## src/design/door_guard_pkg.sv

```systemverilog
// constants and carrier types for the door-guard teach and status state machine
// Operation
// taught actuator present, door closed, normal operation: both safety outputs on, door output high; code: at count 8 or more it enters teach-in.
// normal operation, door open: safety outputs off, door output low, fault lamp dark.
// delivery state, nothing taught: outputs off, status lamp flashes at 4 Hz.
// successful teach-in turns status lamp off; operator removes supply 3 s to activate.
// actuator leaves before 60 s: outputs off, fault lamp, status lamp flashes three times repeated.
// power-up after sixth or seventh teach-in shows two or one flashes, outputs off.
// teach count exhausted: power-up shows no teach-in possible, outputs off meanwhile.
// ninth teach-in attempt with door closed: fault lamp, one flash repeated, outputs off.
// teach-in of old actuator: fault lamp, two flashes repeated, outputs off.
// internal, interference or output short fault: outputs off, fault lamp lit, any door position.
// fault clears on guard open then close once cause removed; else power cycle.
// two independent safety outputs plus one non-safety door monitoring output; code drives safety_output_b as a copy of safety_output_a.
// teach-in with door closed flashes status lamp at 1 Hz, ends after 60 s.
// completed teach-ins counted in non-volatile store, at most eight; last actuator only.
// eighth teach-in done or old actuator: run 60 s cycle, keep stored code.
// every state other than normal operation holds safety outputs off, door output low.
package door_guard_pkg;
   localparam int CLK_HZ = 100_000_000;
   localparam int TEACH_S = 60;
   localparam longint TEACH_CYC = longint'(TEACH_S) * CLK_HZ;
   localparam int FAST_HZ = 4;
   localparam int SLOW_HZ = 1;
   localparam int FAST_HALF_CYC = CLK_HZ / (2 * FAST_HZ);
   localparam int SLOW_HALF_CYC = CLK_HZ / (2 * SLOW_HZ);
   localparam int PULSE_HALF_CYC = CLK_HZ / 8;
   localparam int GAP_CYC = CLK_HZ;
   localparam logic [3:0] MAX_TEACH = 4'h8;
   localparam logic [3:0] SHOW_TWO_AT = 4'h6;
   localparam logic [3:0] SHOW_ONE_AT = 4'h7;
   localparam logic [1:0] PAT_NEG = 2'h3;
   localparam logic [1:0] PAT_NINTH = 2'h1;
   localparam logic [1:0] PAT_OLD = 2'h2;

   typedef enum logic [3:0] {
      ST_POWERUP = 4'h0,
      ST_DELIVERY = 4'h1,
      ST_SHOW = 4'h3,
      ST_NORMAL = 4'h2,
      ST_TEACH = 4'h6,
      ST_ACK = 4'h7,
      ST_OPFAULT = 4'h5,
      ST_FAULT = 4'h4
   } guard_state_t;

   typedef struct packed {
      logic actuator_present;
      logic actuator_taught;
      logic actuator_old;
      logic door_closed;
   } sense_t;

   typedef struct packed {
      logic internal_fault;
      logic interference;
      logic output_short;
   } fault_in_t;

   typedef struct packed {
      logic safety_output_a;
      logic safety_output_b;
      logic door_monitor;
      logic status_lamp;
      logic fault_lamp;
      logic actuator_lamp;
   } outs_t;
endpackage : door_guard_pkg

```

## src/design/door_guard_teach_status_fsm.sv

```systemverilog
// door-guard state machine: safety outputs, door monitor and lamps
`timescale 1ns/1ns
module door_guard_teach_status_fsm #(
   parameter longint TEACH_CYCLES = door_guard_pkg::TEACH_CYC
) (
   input wire logic ref_clk,
   input wire logic rst,
   input wire door_guard_pkg::sense_t sense,
   input wire door_guard_pkg::fault_in_t fault_in,
   input wire logic [3:0] teach_count_nv,
   output door_guard_pkg::outs_t outs,
   output logic teach_count_inc,
   output logic learn_code
);
   import door_guard_pkg::*;

   guard_state_t state_q, state_d;
   logic [35:0] timer_q, timer_d;
   logic [27:0] blink_q;
   logic blink_ph_q;
   logic [2:0] pulse_q;
   logic [1:0] pat_q, pat_d;
   logic door_seen_open_q;
   logic keep_code_q, keep_code_d;
   outs_t outs_d;

   function automatic logic any_fault(input fault_in_t f);
      any_fault = f.internal_fault | f.interference | f.output_short;
   endfunction : any_fault

   wire hard_fault = any_fault(fault_in);
   wire timer_done = (timer_q >= 36'(TEACH_CYCLES - 1));
   wire exhausted = (teach_count_nv >= MAX_TEACH);
   wire teach_start = sense.door_closed & sense.actuator_present
                      & (~sense.actuator_taught | sense.actuator_old | exhausted);
   // repeated pulse patterns: n pulses then a gap, counted on the PULSE_HALF_CYC tick
   wire [27:0] half_len = (state_q == ST_DELIVERY) ? 28'(FAST_HALF_CYC)
                        : (state_q == ST_TEACH) ? 28'(SLOW_HALF_CYC) : 28'(PULSE_HALF_CYC);
   wire blink_tick = (blink_q >= half_len - 28'h1);
   // with no teach-in left the lamp stays dark: zero pulses, only the gap step runs
   wire [1:0] pat_now = (state_q != ST_SHOW) ? pat_q
                        : (teach_count_nv == SHOW_TWO_AT) ? 2'h2
                        : (teach_count_nv == SHOW_ONE_AT) ? 2'h1 : 2'h0;
   wire [2:0] pat_steps = {pat_now, 1'b0} + 3'h1;
   wire pulse_lamp = (pulse_q < {pat_now, 1'b0}) & ~pulse_q[0];

   always_comb begin
      state_d = state_q;
      timer_d = '0;
      pat_d = pat_q;
      keep_code_d = keep_code_q;
      case (state_q)
         ST_POWERUP: begin
            if (!sense.actuator_taught && teach_count_nv == 4'h0)
               state_d = ST_DELIVERY;
            else if (teach_count_nv >= SHOW_TWO_AT)
               state_d = ST_SHOW;
            else
               state_d = ST_NORMAL;
         end
         ST_DELIVERY: begin
            if (teach_start) begin
               state_d = ST_TEACH;
               keep_code_d = 1'b0;
            end
         end
         ST_SHOW: begin
            timer_d = timer_q + 36'h1;
            if (timer_q[27:0] >= 28'(GAP_CYC) * 28'h2)
               state_d = ST_NORMAL;
         end
         ST_NORMAL: begin
            if (teach_start) begin
               state_d = ST_TEACH;
               keep_code_d = exhausted | sense.actuator_old;
            end
         end
         ST_TEACH: begin
            timer_d = timer_q + 36'h1;
            if (!sense.door_closed || !sense.actuator_present) begin
               state_d = ST_OPFAULT;
               pat_d = PAT_NEG;
            end else if (timer_done) begin
               if (keep_code_q) begin
                  state_d = ST_OPFAULT;
                  pat_d = exhausted ? PAT_NINTH : PAT_OLD;
               end else
                  state_d = ST_ACK;
            end
         end
         ST_ACK: state_d = ST_ACK; // waits for the operator's power cycle
         ST_OPFAULT: state_d = ST_OPFAULT;
         ST_FAULT: begin
            if (door_seen_open_q && sense.door_closed)
               state_d = ST_NORMAL;
         end
         default: state_d = ST_POWERUP;
      endcase
      if (hard_fault)
         state_d = ST_FAULT;
   end

   always_comb begin
      outs_d = '0;
      outs_d.actuator_lamp = sense.actuator_present & sense.actuator_taught;
      case (state_q)
         ST_NORMAL: begin
            outs_d.safety_output_a = sense.door_closed & sense.actuator_present
                                     & sense.actuator_taught;
            outs_d.safety_output_b = outs_d.safety_output_a;
            outs_d.door_monitor = outs_d.safety_output_a;
            outs_d.status_lamp = 1'b1;
         end
         ST_DELIVERY: outs_d.status_lamp = blink_ph_q;
         ST_TEACH: outs_d.status_lamp = blink_ph_q;
         ST_ACK: outs_d.status_lamp = 1'b0;
         ST_SHOW: outs_d.status_lamp = pulse_lamp;
         ST_OPFAULT: begin
            outs_d.status_lamp = pulse_lamp;
            outs_d.fault_lamp = 1'b1;
         end
         ST_FAULT: outs_d.fault_lamp = 1'b1;
         default: outs_d = '0;
      endcase
   end

   always_ff @(posedge ref_clk or posedge rst) begin
      if (rst) begin
         state_q <= ST_POWERUP;
         timer_q <= '0;
         pat_q <= '0;
         keep_code_q <= 1'b0;
         outs <= '0;
      end else begin
         state_q <= state_d;
         timer_q <= timer_d;
         pat_q <= pat_d;
         keep_code_q <= keep_code_d;
         outs <= outs_d;
      end
   end

   // lamp timebase; the gap step also ends on the half-period tick, so it is no longer than a pulse step
   always_ff @(posedge ref_clk or posedge rst) begin
      if (rst) begin
         blink_q <= '0;
         blink_ph_q <= 1'b0;
         pulse_q <= '0;
      end else if (state_q != state_d) begin
         blink_q <= '0;
         blink_ph_q <= 1'b0;
         pulse_q <= '0;
      end else if (blink_tick || (pulse_q == pat_steps - 3'h1 && blink_q >= 28'(GAP_CYC))) begin
         blink_q <= '0;
         blink_ph_q <= ~blink_ph_q;
         pulse_q <= (pulse_q >= pat_steps - 3'h1) ? 3'h0 : pulse_q + 3'h1;
      end else
         blink_q <= blink_q + 28'h1;
   end

   // count a completed teach-in once; store the new code unless the old one is kept
   always_ff @(posedge ref_clk or posedge rst) begin
      if (rst) begin
         teach_count_inc <= 1'b0;
         learn_code <= 1'b0;
      end else begin
         teach_count_inc <= (state_q == ST_TEACH) && (state_d == ST_ACK);
         learn_code <= (state_q == ST_TEACH) && (state_d == ST_ACK) && !keep_code_q;
      end
   end

   always_ff @(posedge ref_clk or posedge rst) begin
      if (rst)
         door_seen_open_q <= 1'b0;
      else if (state_q != ST_FAULT)
         door_seen_open_q <= 1'b0;
      else if (!sense.door_closed && !hard_fault)
         door_seen_open_q <= 1'b1;
   end
endmodule : door_guard_teach_status_fsm

```

## config.mk

```make
export PLATFORM = sky130hd
export DESIGN_NAME = door_guard_teach_status_fsm
export DESIGN_NICKNAME = d
export VERILOG_FILES = /design/src/design/door_guard_pkg.sv /design/src/design/door_guard_teach_status_fsm.sv
export SDC_FILE = /design/constraint.sdc
export NUM_CORES = 1
export LEC_CHECK = 0
export ABC_CLOCK_PERIOD_IN_PS = 9700
export BUFFER_PORTS_ARGS = -buffer_cell sky130_fd_sc_hd__buf_2
export CAP_MARGIN = 20
export CORE_MARGIN = 10
export CORE_UTILIZATION = 25
export DETAILED_ROUTE_END_ITERATION = 8
export HOLD_SLACK_MARGIN = 0.12
export PLACE_DENSITY = 0.41
export SYNTH_ARGS = -nofsm -noshare
export SYNTH_HDL_FRONTEND = slang
export SYNTH_SLANG_ARGS = --single-unit
```

## constraint.sdc

```tcl
create_clock -name ref_clk -period 9.7 [get_ports ref_clk]
set_input_delay 0.97 -clock ref_clk [delete_from_list [all_inputs] [get_ports ref_clk]]
set_output_delay 0.97 -clock ref_clk [all_outputs]
set_load 0.005 [all_outputs]
```

==> After elaboration in Yosys (flattened, before gate mapping) <==
Index checks and enable logic that the tools add are counted.
W data, S select, Z words.
{ "word_totals": {"ff_bits": 84, "out_inout_bits": 8} }
{ "op_classes": {"n_addsub": 6, "order_cmp": 8, "eq_ne": 16, "muxes": 36, "n_bitwise": 13, "reduce_logical": 28} }
{ "ops": {"columns": ["operator", "count"], "rows": [
  ["$mux W28", 2],
  ["$mux W26", 2],
  ["$add A36 B1 Y36 const B", 1],
  ["$ge A36 B33 Y1 const B", 1],
  ["$mux W36", 1],
  ["$add A28 B1 Y28 const B", 1],
  ["$eq A4 B3 Y1 const B", 7],
  ["$ge A28 B27 Y1 const B", 1],
  ["$ge A28 B28 Y1", 1],
  ["$ge A28 B28 Y1 const B", 1],
  ["$pmux W4 S7", 1],
  ["$sub A26 B1 Y27 const B", 1],
  ["$mux W4", 6],
  ["$mux W2", 8],
  ["$mux W3", 4],
  ["$mux W1", 10],
  ["$reduce_bool A2 Y1", 5],
  ["$reduce_or A2 Y1", 5],
  ["$eq A4 B2 Y1 const B", 2],
  ["$logic_not A4 Y1", 2],
  ["$reduce_or A7 Y1", 1],
  ["$add A3 B1 Y3 const B", 2],
  ["$logic_and A1 B1 Y1", 6],
  ["$reduce_and A3 Y1", 2],
  ["other kinds (18)", 34]
]} }

==> Depth between registers and ports, before layout <==
Gate-level depths: netlist of run 1.
{ "logic_depth": {"ltp_word": 11, "depth_mapped": 13, "mapped_depth_nobuf": 10} }

==> Worst setup path after synthesis of run 1 <==
OpenSTA, ideal clock, no wires.
{ "synth_timing": {"path_type": "reg2reg", "from": "register state_q[1]", "to": "register blink_q[14]", "arrival_time_ns": 3.225, "t_required_ns": 9.630, "slack_ns": 6.405, "path_stages_with_launch": 14, "path_cell_list": "dfrtp_1 -> buf_4 -> inv_1 -> nor3_1 -> inv_1 -> ha_1 -> a21o_1 -> a2111oi_2 -> o31a_1 -> a31oi_2 -> or4_4 -> buf_6 -> buf_12 -> nor2_4"} }
{ "synth_via": {"elab_chain_len": 9, "word_cells_on_any_way": 30} }
{ "synth_lines": {"columns": ["item", "line", "rtl"], "rows": [
  ["start: declaration", "door_guard_teach_status_fsm.sv:17", "guard_state_t state_q, state_d;"],
  ["start signal: assignment", "door_guard_teach_status_fsm.sv:135", "state_q <= state_d;"],
  ["parallel branches: the longest is 8 deep, another holds $ge A28 B28 Y1", null, null],
  ["$mux W28 (*)", "door_guard_teach_status_fsm.sv:149", "end else if (state_q != state_d) begin"],
  ["end signal: assignment", "door_guard_teach_status_fsm.sv:158", "blink_q <= blink_q + 28'h1;"],
  ["end: declaration", "door_guard_teach_status_fsm.sv:19", "logic [27:0] blink_q;"]
]} }
Mark *: on every way between the ends.
A chain may end at the register's enable or synchronous reset.

==> Worst setup path after layout of run 1 <==
{ "layout_timing": {"from": "register state_q[1]", "to": "register blink_q[4]"} }
The elaborated chain is that of the path after synthesis.

==> results of run 1 <==
Yosys cell counts, types with 2 or more instances:
master and n:
nor2_4 17, a2111oi_0 2, nand2b_1 4, nor2_2 3, ha_1 16, mux2i_1 3
and4_1 3, and2_1 3, a211oi_1 6, nor4_2 3, a221oi_1 4, or2_2 2
o31a_1 2, o211ai_1 2, or3_1 4, buf_4 4, inv_1 21, a21oi_1 15
nand2_1 42, and3_2 3, a21o_1 5, o21ai_0 12, nor2_1 62, a41oi_1 3
and3_1 11, nor3_1 14, nor2b_1 2, clkbuf_1 6, xor2_1 32, dfrtp_1 82
xnor2_1 25, nand3_1 22, nand4_1 16, buf_2 2, nor4b_1 2, nor4_1 9
buf_12 2
cells in the final DEF, fill, tap and decap left out, types with 5 or more instances in the layout:
cell and instances:
buf_2 21, nand3_1 22, dfrtp_1 82, a21o_1 5, xor2_1 32, nand4_1 16
nor3_1 14, nor2_4 17, a211oi_1 6, ha_1 16, a21oi_1 15, xnor2_1 25
nor2_1 62, and3_1 11, nor4_1 9, clkbuf_16 9, nand2_1 42, o21ai_0 12
inv_1 20
worst max-delay path, cell delays in order, from the launching register on:
cell	delay, ns
dfrtp_1	0.66
inv_1	0.24
nor3_1	0.54
inv_1	0.31
ha_1	0.35
nand2_1	0.05
nor4_1	0.34
nand4_1	0.16
a31oi_2	0.51
or4_4	0.63
nor2_1	0.11
cell type report:
type                    count  area, µm²
fillers                  2046      13400
flip-flops and latches     82       2050
clock buffers              12        246
repair buffers             23        120
inverters                  21       80.1
well taps                 260        325
multi-input cells         381       2590
clock inverters             3       40.0
flip-flops by register name (all words and copies together) (netlist names), 2 cells and up:
signal / flops
outs: 4
blink_q: 28
pat_q: 2
state_q: 4
pulse_q: 3
timer_q: 36
cells by family after synthesis:
group / synth area share
mux: 0.00621
fa+ha+maj: 0.0414
other cells: 0.000775
simple gates: 0.285
xor+xnor: 0.103
buf+inv: 0.0406
compound gates: 0.0993
flops: 0.424
power by group:
| group | internal (mW) | total (mW) | switching [mW] |
|---|---|---|---|
| Clock | 0.204 | 0.342 | 0.137 |
| Combinational | 0.0107 | 0.0361 | 0.0254 |
| Sequential | 0.345 | 0.349 | 0.00372 |
| Total | 0.560 | 0.727 | 0.166 |
through the flow:
stage                     area, µm²  utilization  setup slack (ns)
after floorplan                4840            -              6.40
after global placement         5170        0.274              5.77
after detailed placement       5170        0.274              5.55
after CTS                      5450        0.289              5.52
after global routing           5460        0.289              5.13
final                          5460        0.289              5.64
worst max path at each step:
stage / start / end / slack (ns) / cells after the start
final: state_q[1] / blink_q[4] / 5.64 / 10
after global routing: state_q[1] / blink_q[4] / 5.13 / 10
after CTS: state_q[1] / blink_q[5] / 5.52 / 10
after detailed placement: state_q[1] / blink_q[4] / 5.55 / 10
after global placement: state_q[1] / blink_q[5] / 5.77 / 10
after floorplan: state_q[1] / blink_q[14] / 6.40 / 13
per-layer routing:
metal / GRT usage / vias up
met3: 0.0274 / 11
met1: 0.117 / 1770
met5: 0 / -
met4: 0.0194 / 0
met2: 0.139 / 44
li1: - / 1779
==> impl_metrics.json, run 1 <==
{
  "io_pins": 21,
  "synth_top_cell_by_area": "dfrtp_1",
  "fin_skew_ns": 0.00839,
  "synth_top_area_frac": 0.424,
  "dp_hpwl_um": 7520,
  "worstReg2RegStart": "state_q[1]",
  "stdcell_count": 782,
  "gr-total-overflow": 0,
  "dp_cells": 766,
  "drtAntennaViolNets": 0,
  "total_power_uw": 727,
  "whs_ns": 0.527,
  "worst_pin_slew_ns": 0.936,
  "wl_um": 10700,
  "synth_cells": 499,
  "synth.avg_cell_area_um2": 9.70,
  "grt_setup_unrepaired": "false",
  "hold_violations": 0,
  "drt_first_iter_violations": 128,
  "status": "complete, no violations",
  "fin_tns_setup_ns": 0,
  "wire_per_inst_um": 13.7,
  "wl_met3_um": 347,
  "period_needed_ns": 4.06,
  "grt_pass1_vias": 3642,
  "crit_path_max_fanout": 24,
  "synth-edff-count": 0,
  "drc": 0,
  "cts_root_buf": "clkbuf_16",
  "areaGrowthSynthToFinish_pct": 12.8,
  "r2r_setup_slack_ns": 5.64,
  "cts_buffer_depth": 2,
  "start_util": 0.256,
  "maxCapViolCount": 0,
  "cp.arrival_ns": 4.28,
  "setup_viol": 0,
  "clock.fmax_ghz": 0.246,
  "cts_buffers": 9,
  "fp.dieArea_um2": 25300,
  "wl_met2_um": 5050,
  "worstSkewPairLatency_ns": 0.35,
  "cts_num_sinks": 82,
  "cts_max_level": 3,
  "finalNetCount": 547,
  "min_path_type": "reg -> reg",
  "ys_seq_elements": 82,
  "met1_length_um": 5230,
  "drt-vias-per-instance": 4.61,
  "grt_max_degree": 62,
  "crit_required_ns": 9.91,
  "diodes": 0,
  "vias": 3604,
  "yosys-top-cells-area": "dfrtp_1 (42%), xor2_1 (5.8%), nor2_1 (4.8%)",
  "clk_pin_slew_worst_paths_ns": 0.06,
  "core_um2": 18900,
  "drive_gt1_frac": 0.153,
  "p_leak_nw": 2.15,
  "postCtsResizedCells": 0,
  "fp.dieH_um": 159,
  "routed.top_layer": "met4",
  "synthFlopType": "dfrtp_1",
  "drt_pass1_iterations": 4,
  "period_share": 0.419,
  "slew_headroom": 0.371,
  "worst_r2r_endpoint": "blink_q[4]",
  "worstHoldPathCells": 1,
  "grtUsageTotal": 0.0887,
  "core.rowCount": 50,
  "die_x_um": 159,
  "end_kind": "flip-flop",
  "crit_type": "reg -> reg",
  "antenna_found_initial": 0,
  "cts_tree": "yes",
  "grt_pass1_wl_um": 18900,
  "postCtsSetupBuffers": 0,
  "reg2reg_depth": 10,
  "power_density_nw_per_um2": 133,
  "slew_viol_final": 0,
  "worstHoldStart": "blink_q[0]",
  "async_flop_share": 1.00,
  "synth_seq_area_share": 0.424,
  "critPathLaunchType": "flip-flop",
  "ctsHoldBuffers": 0,
  "synth_cell_types": 70,
  "min_to": "blink_q[0]",
  "vdd_ir_drop_max_uv": 78.6,
  "netlist_area_um2": 4840,
  "io_buffer_count": 20,
  "gp_congestion": 0.771,
  "yosysWarnings": 0
}
Power figures use the tool's default switching activity.
==> run 2: changes to the inputs <==
ABC_AREA = 1   (was unset)
ABC_CLOCK_PERIOD_IN_PS = 3900   (was 9700)
clock period = 3.9 ns   (was 9.7 ns; I/O delays follow)
==> impl_metrics.json, run 2 <==
{
  "largest_register_ff_count": 36,
  "crit_start": "state_q[2]",
  "path_depth": 14,
  "start_util": 0.257,
  "ctsHoldBuffers": 0,
  "drt_first_iter_violations": 165,
  "worst_r2r_endpoint": "blink_q[4]",
  "postCtsResizedCells": 0,
  "fillers": 2153,
  "synth_cells": 653,
  "async_flop_share": 1.00,
  "fin_skew_ns": 0.00806,
  "finalNetCount": 711,
  "cp.arrival_ns": 3.32,
  "antenna_found_initial": 0,
  "wire_per_inst_um": 13.0,
  "core_um2": 19700,
  "grt_pass1_wl_um": 21300,
  "cts_root_buf": "clkbuf_16",
  "netlist_area_um2": 5060,
  "cts_num_sinks": 82,
  "die_x_um": 162,
  "crit_path_max_fanout": 26,
  "synth_top_area_frac": 0.406,
  "yosys-top-cells-area": "dfrtp_1 (41%), nand2_1 (9.1%), inv_1 (6.3%)",
  "grt_setup_unrepaired": "false",
  "cts_max_level": 3,
  "gp_congestion": 0.799,
  "cts_buffer_depth": 2,
  "worstHoldPathCells": 3,
  "final_common_cell": "nand2_1",
  "cts_tree": "yes",
  "synth_common_cells": "nand2_1 (123), inv_1 (85), dfrtp_1 (82), nor2_1 (78), nand3_1 (41)",
  "reg2reg_depth": 14,
  "crit_slowest_cell": "dfrtp_1",
  "power_density_nw_per_um2": 315,
  "cts_buffers": 9,
  "drc": 0,
  "period_needed_ns": 3.11,
  "crit_required_ns": 4.11,
  "crit_type": "reg -> reg",
  "vias": 4236,
  "hold_violations": 0,
  "critPathLaunchType": "flip-flop",
  "period_share": 0.798,
  "core.rowCount": 51,
  "regMostFlops": "timer_q",
  "fin_ws_ns": 0.790,
  "top_regs": "timer_q: 36 flops, blink_q: 28 flops",
  "drt_pass1_iterations": 4,
  "worstReg2RegStart": "state_q[2]",
  "io_buffer_count": 20,
  "maxCapViolCount": 0,
  "regArea_um2": 2050,
  "multiInputGateArea_um2": 2570,
  "wl_um": 12400,
  "grtUsageTotal": 0.0980,
  "synthMostInstantiatedCell": "nand2_1",
  "clk_pin_slew_worst_paths_ns": 0.07,
  "fp.dieH_um": 162,
  "min_path_type": "in -> reg",
  "synth_seq_area_share": 0.406,
  "worstSkewPairLatency_ns": 0.34,
  "ys_seq_elements": 82,
  "r2r_setup_slack_ns": 0.79,
  "vdd_ir_drop_max_uv": 191,
  "dp_hpwl_um": 9420,
  "critPathTopFamily": "simple AND/OR/NAND/NOR gates",
  "setup_viol": 0,
  "synthFlopType": "dfrtp_1",
  "drt-vias-per-instance": 4.45,
  "io_pins": 21,
  "slowest_delay_ns": 0.46,
  "synth_top_cell_by_area": "dfrtp_1",
  "p_leak_nw": 2.49,
  "slew_viol_final": 0,
  "fp.dieArea_um2": 26300,
  "slew_headroom": 0.625,
  "diodes": 0,
  "areaGrowthSynthToFinish_pct": 14.5,
  "synth-edff-count": 0,
  "grt_pass1_vias": 4318,
  "pre_cts_slack_ns": 0.741,
  "postCtsSetupBuffers": 0,
  "synth.avg_cell_area_um2": 7.74,
  "drtAntennaViolNets": 0,
  "cp-endpoint": "blink_q[4]",
  "gr-total-overflow": 0,
  "yosysWarnings": 0,
  "layout_common_cells": "nand2_1 (123), inv_1 (84), dfrtp_1 (82)",
  "path_cells": "inv_2, nor2_2, inv_2, nor3_4, inv_1, ha_1, nand4_1, nand3b_1, o2111ai_1, nand4_1, nand2_1, inv_1, nand2_4, nor2_1",
  "status": "complete, no violations",
  "worst_pin_slew_ns": 0.562,
  "fin_tns_setup_ns": 0,
  "end_kind": "flip-flop",
  "grt_max_degree": 57,
  "clock.fmax_ghz": 0.322,
  "path_buf_inv": 4,
  "synth_cell_types": 41,
  "drive_gt1_frac": 0.150
}
-- run 2: cell count changes after synthesis, sizes merged, moves of 9 or more --
cell   change
nand2     +86
inv       +77
nor2      +26
nand3     +22
a21oi     +20
xnor2     -19
nor3      +17
and3      -14
xor2      -11
o21ai      +9
-- run 2: how the worst min path moves through the flow --
stage                 from          end  slack, ns
2_1_floorplan  keep_code_q  keep_code_q       0.45
3_3_place_gp      pat_q[0]     pat_q[0]       0.46
3_5_place_dp   keep_code_q  keep_code_q       0.47
4_1_cts                rst   blink_q[9]       0.28
5_1_grt           sense[3]      outs[0]       0.29
6_report          sense[3]      outs[0]       0.29
-- run 2: power by group --
group,internal [mW],switching (mW),total (mW)
clock,0.501,0.370,0.870
sequential,0.858,0.00692,0.865
combinational,0.0278,0.0629,0.0907
-- run 2: logic make-up after synthesis --
group           synth area share
fa+ha+maj                 0.0396
simple gates               0.340
other cells             0.000741
buf+inv                   0.0863
xor+xnor                  0.0468
compound gates            0.0804
flops                      0.406
-- run 2: worst reg2reg max path: cells and delay by family, from the launching register on --
family | cells | cell delay [ns]
AO/OA/AOI/OAI | 1 | 0.10
adder cells (fa/ha/maj) | 1 | 0.36
flip-flops | 1 | 0.46
buffers and inverters | 4 | 0.52
AND/OR/NAND/NOR | 8 | 1.56
-- run 2: area by class of cell --
type                       instances  share of cell area
multi-input combinational        464               0.444
sequential                        82               0.354
inverter                          99              0.0644
tap                              265              0.0573
clock buffer                       9              0.0389
timing repair buffer              26              0.0277
clock inverter                     7              0.0132
-- run 2: layer usage --
layer / GRT usage / wire [µm]
met1: 0.122 / 5770
met2: 0.163 / 6090
met3: 0.0263 / 426
met4: 0.0248 / 99
met5: 0 / 0
-- run 2: metrics by stage --
step	utilization	power, mW	hold slack (ns)	std cells	instance area [µm²]
after floorplan	-	0.941	0.446	654	5060
after global placement	0.278	0.970	0.463	934	5460
after detailed placement	0.278	0.971	0.467	934	5460
after CTS	0.293	1.87	0.279	950	5760
after global routing	0.295	1.92	0.292	952	5790
final	0.295	1.83	0.290	952	5790
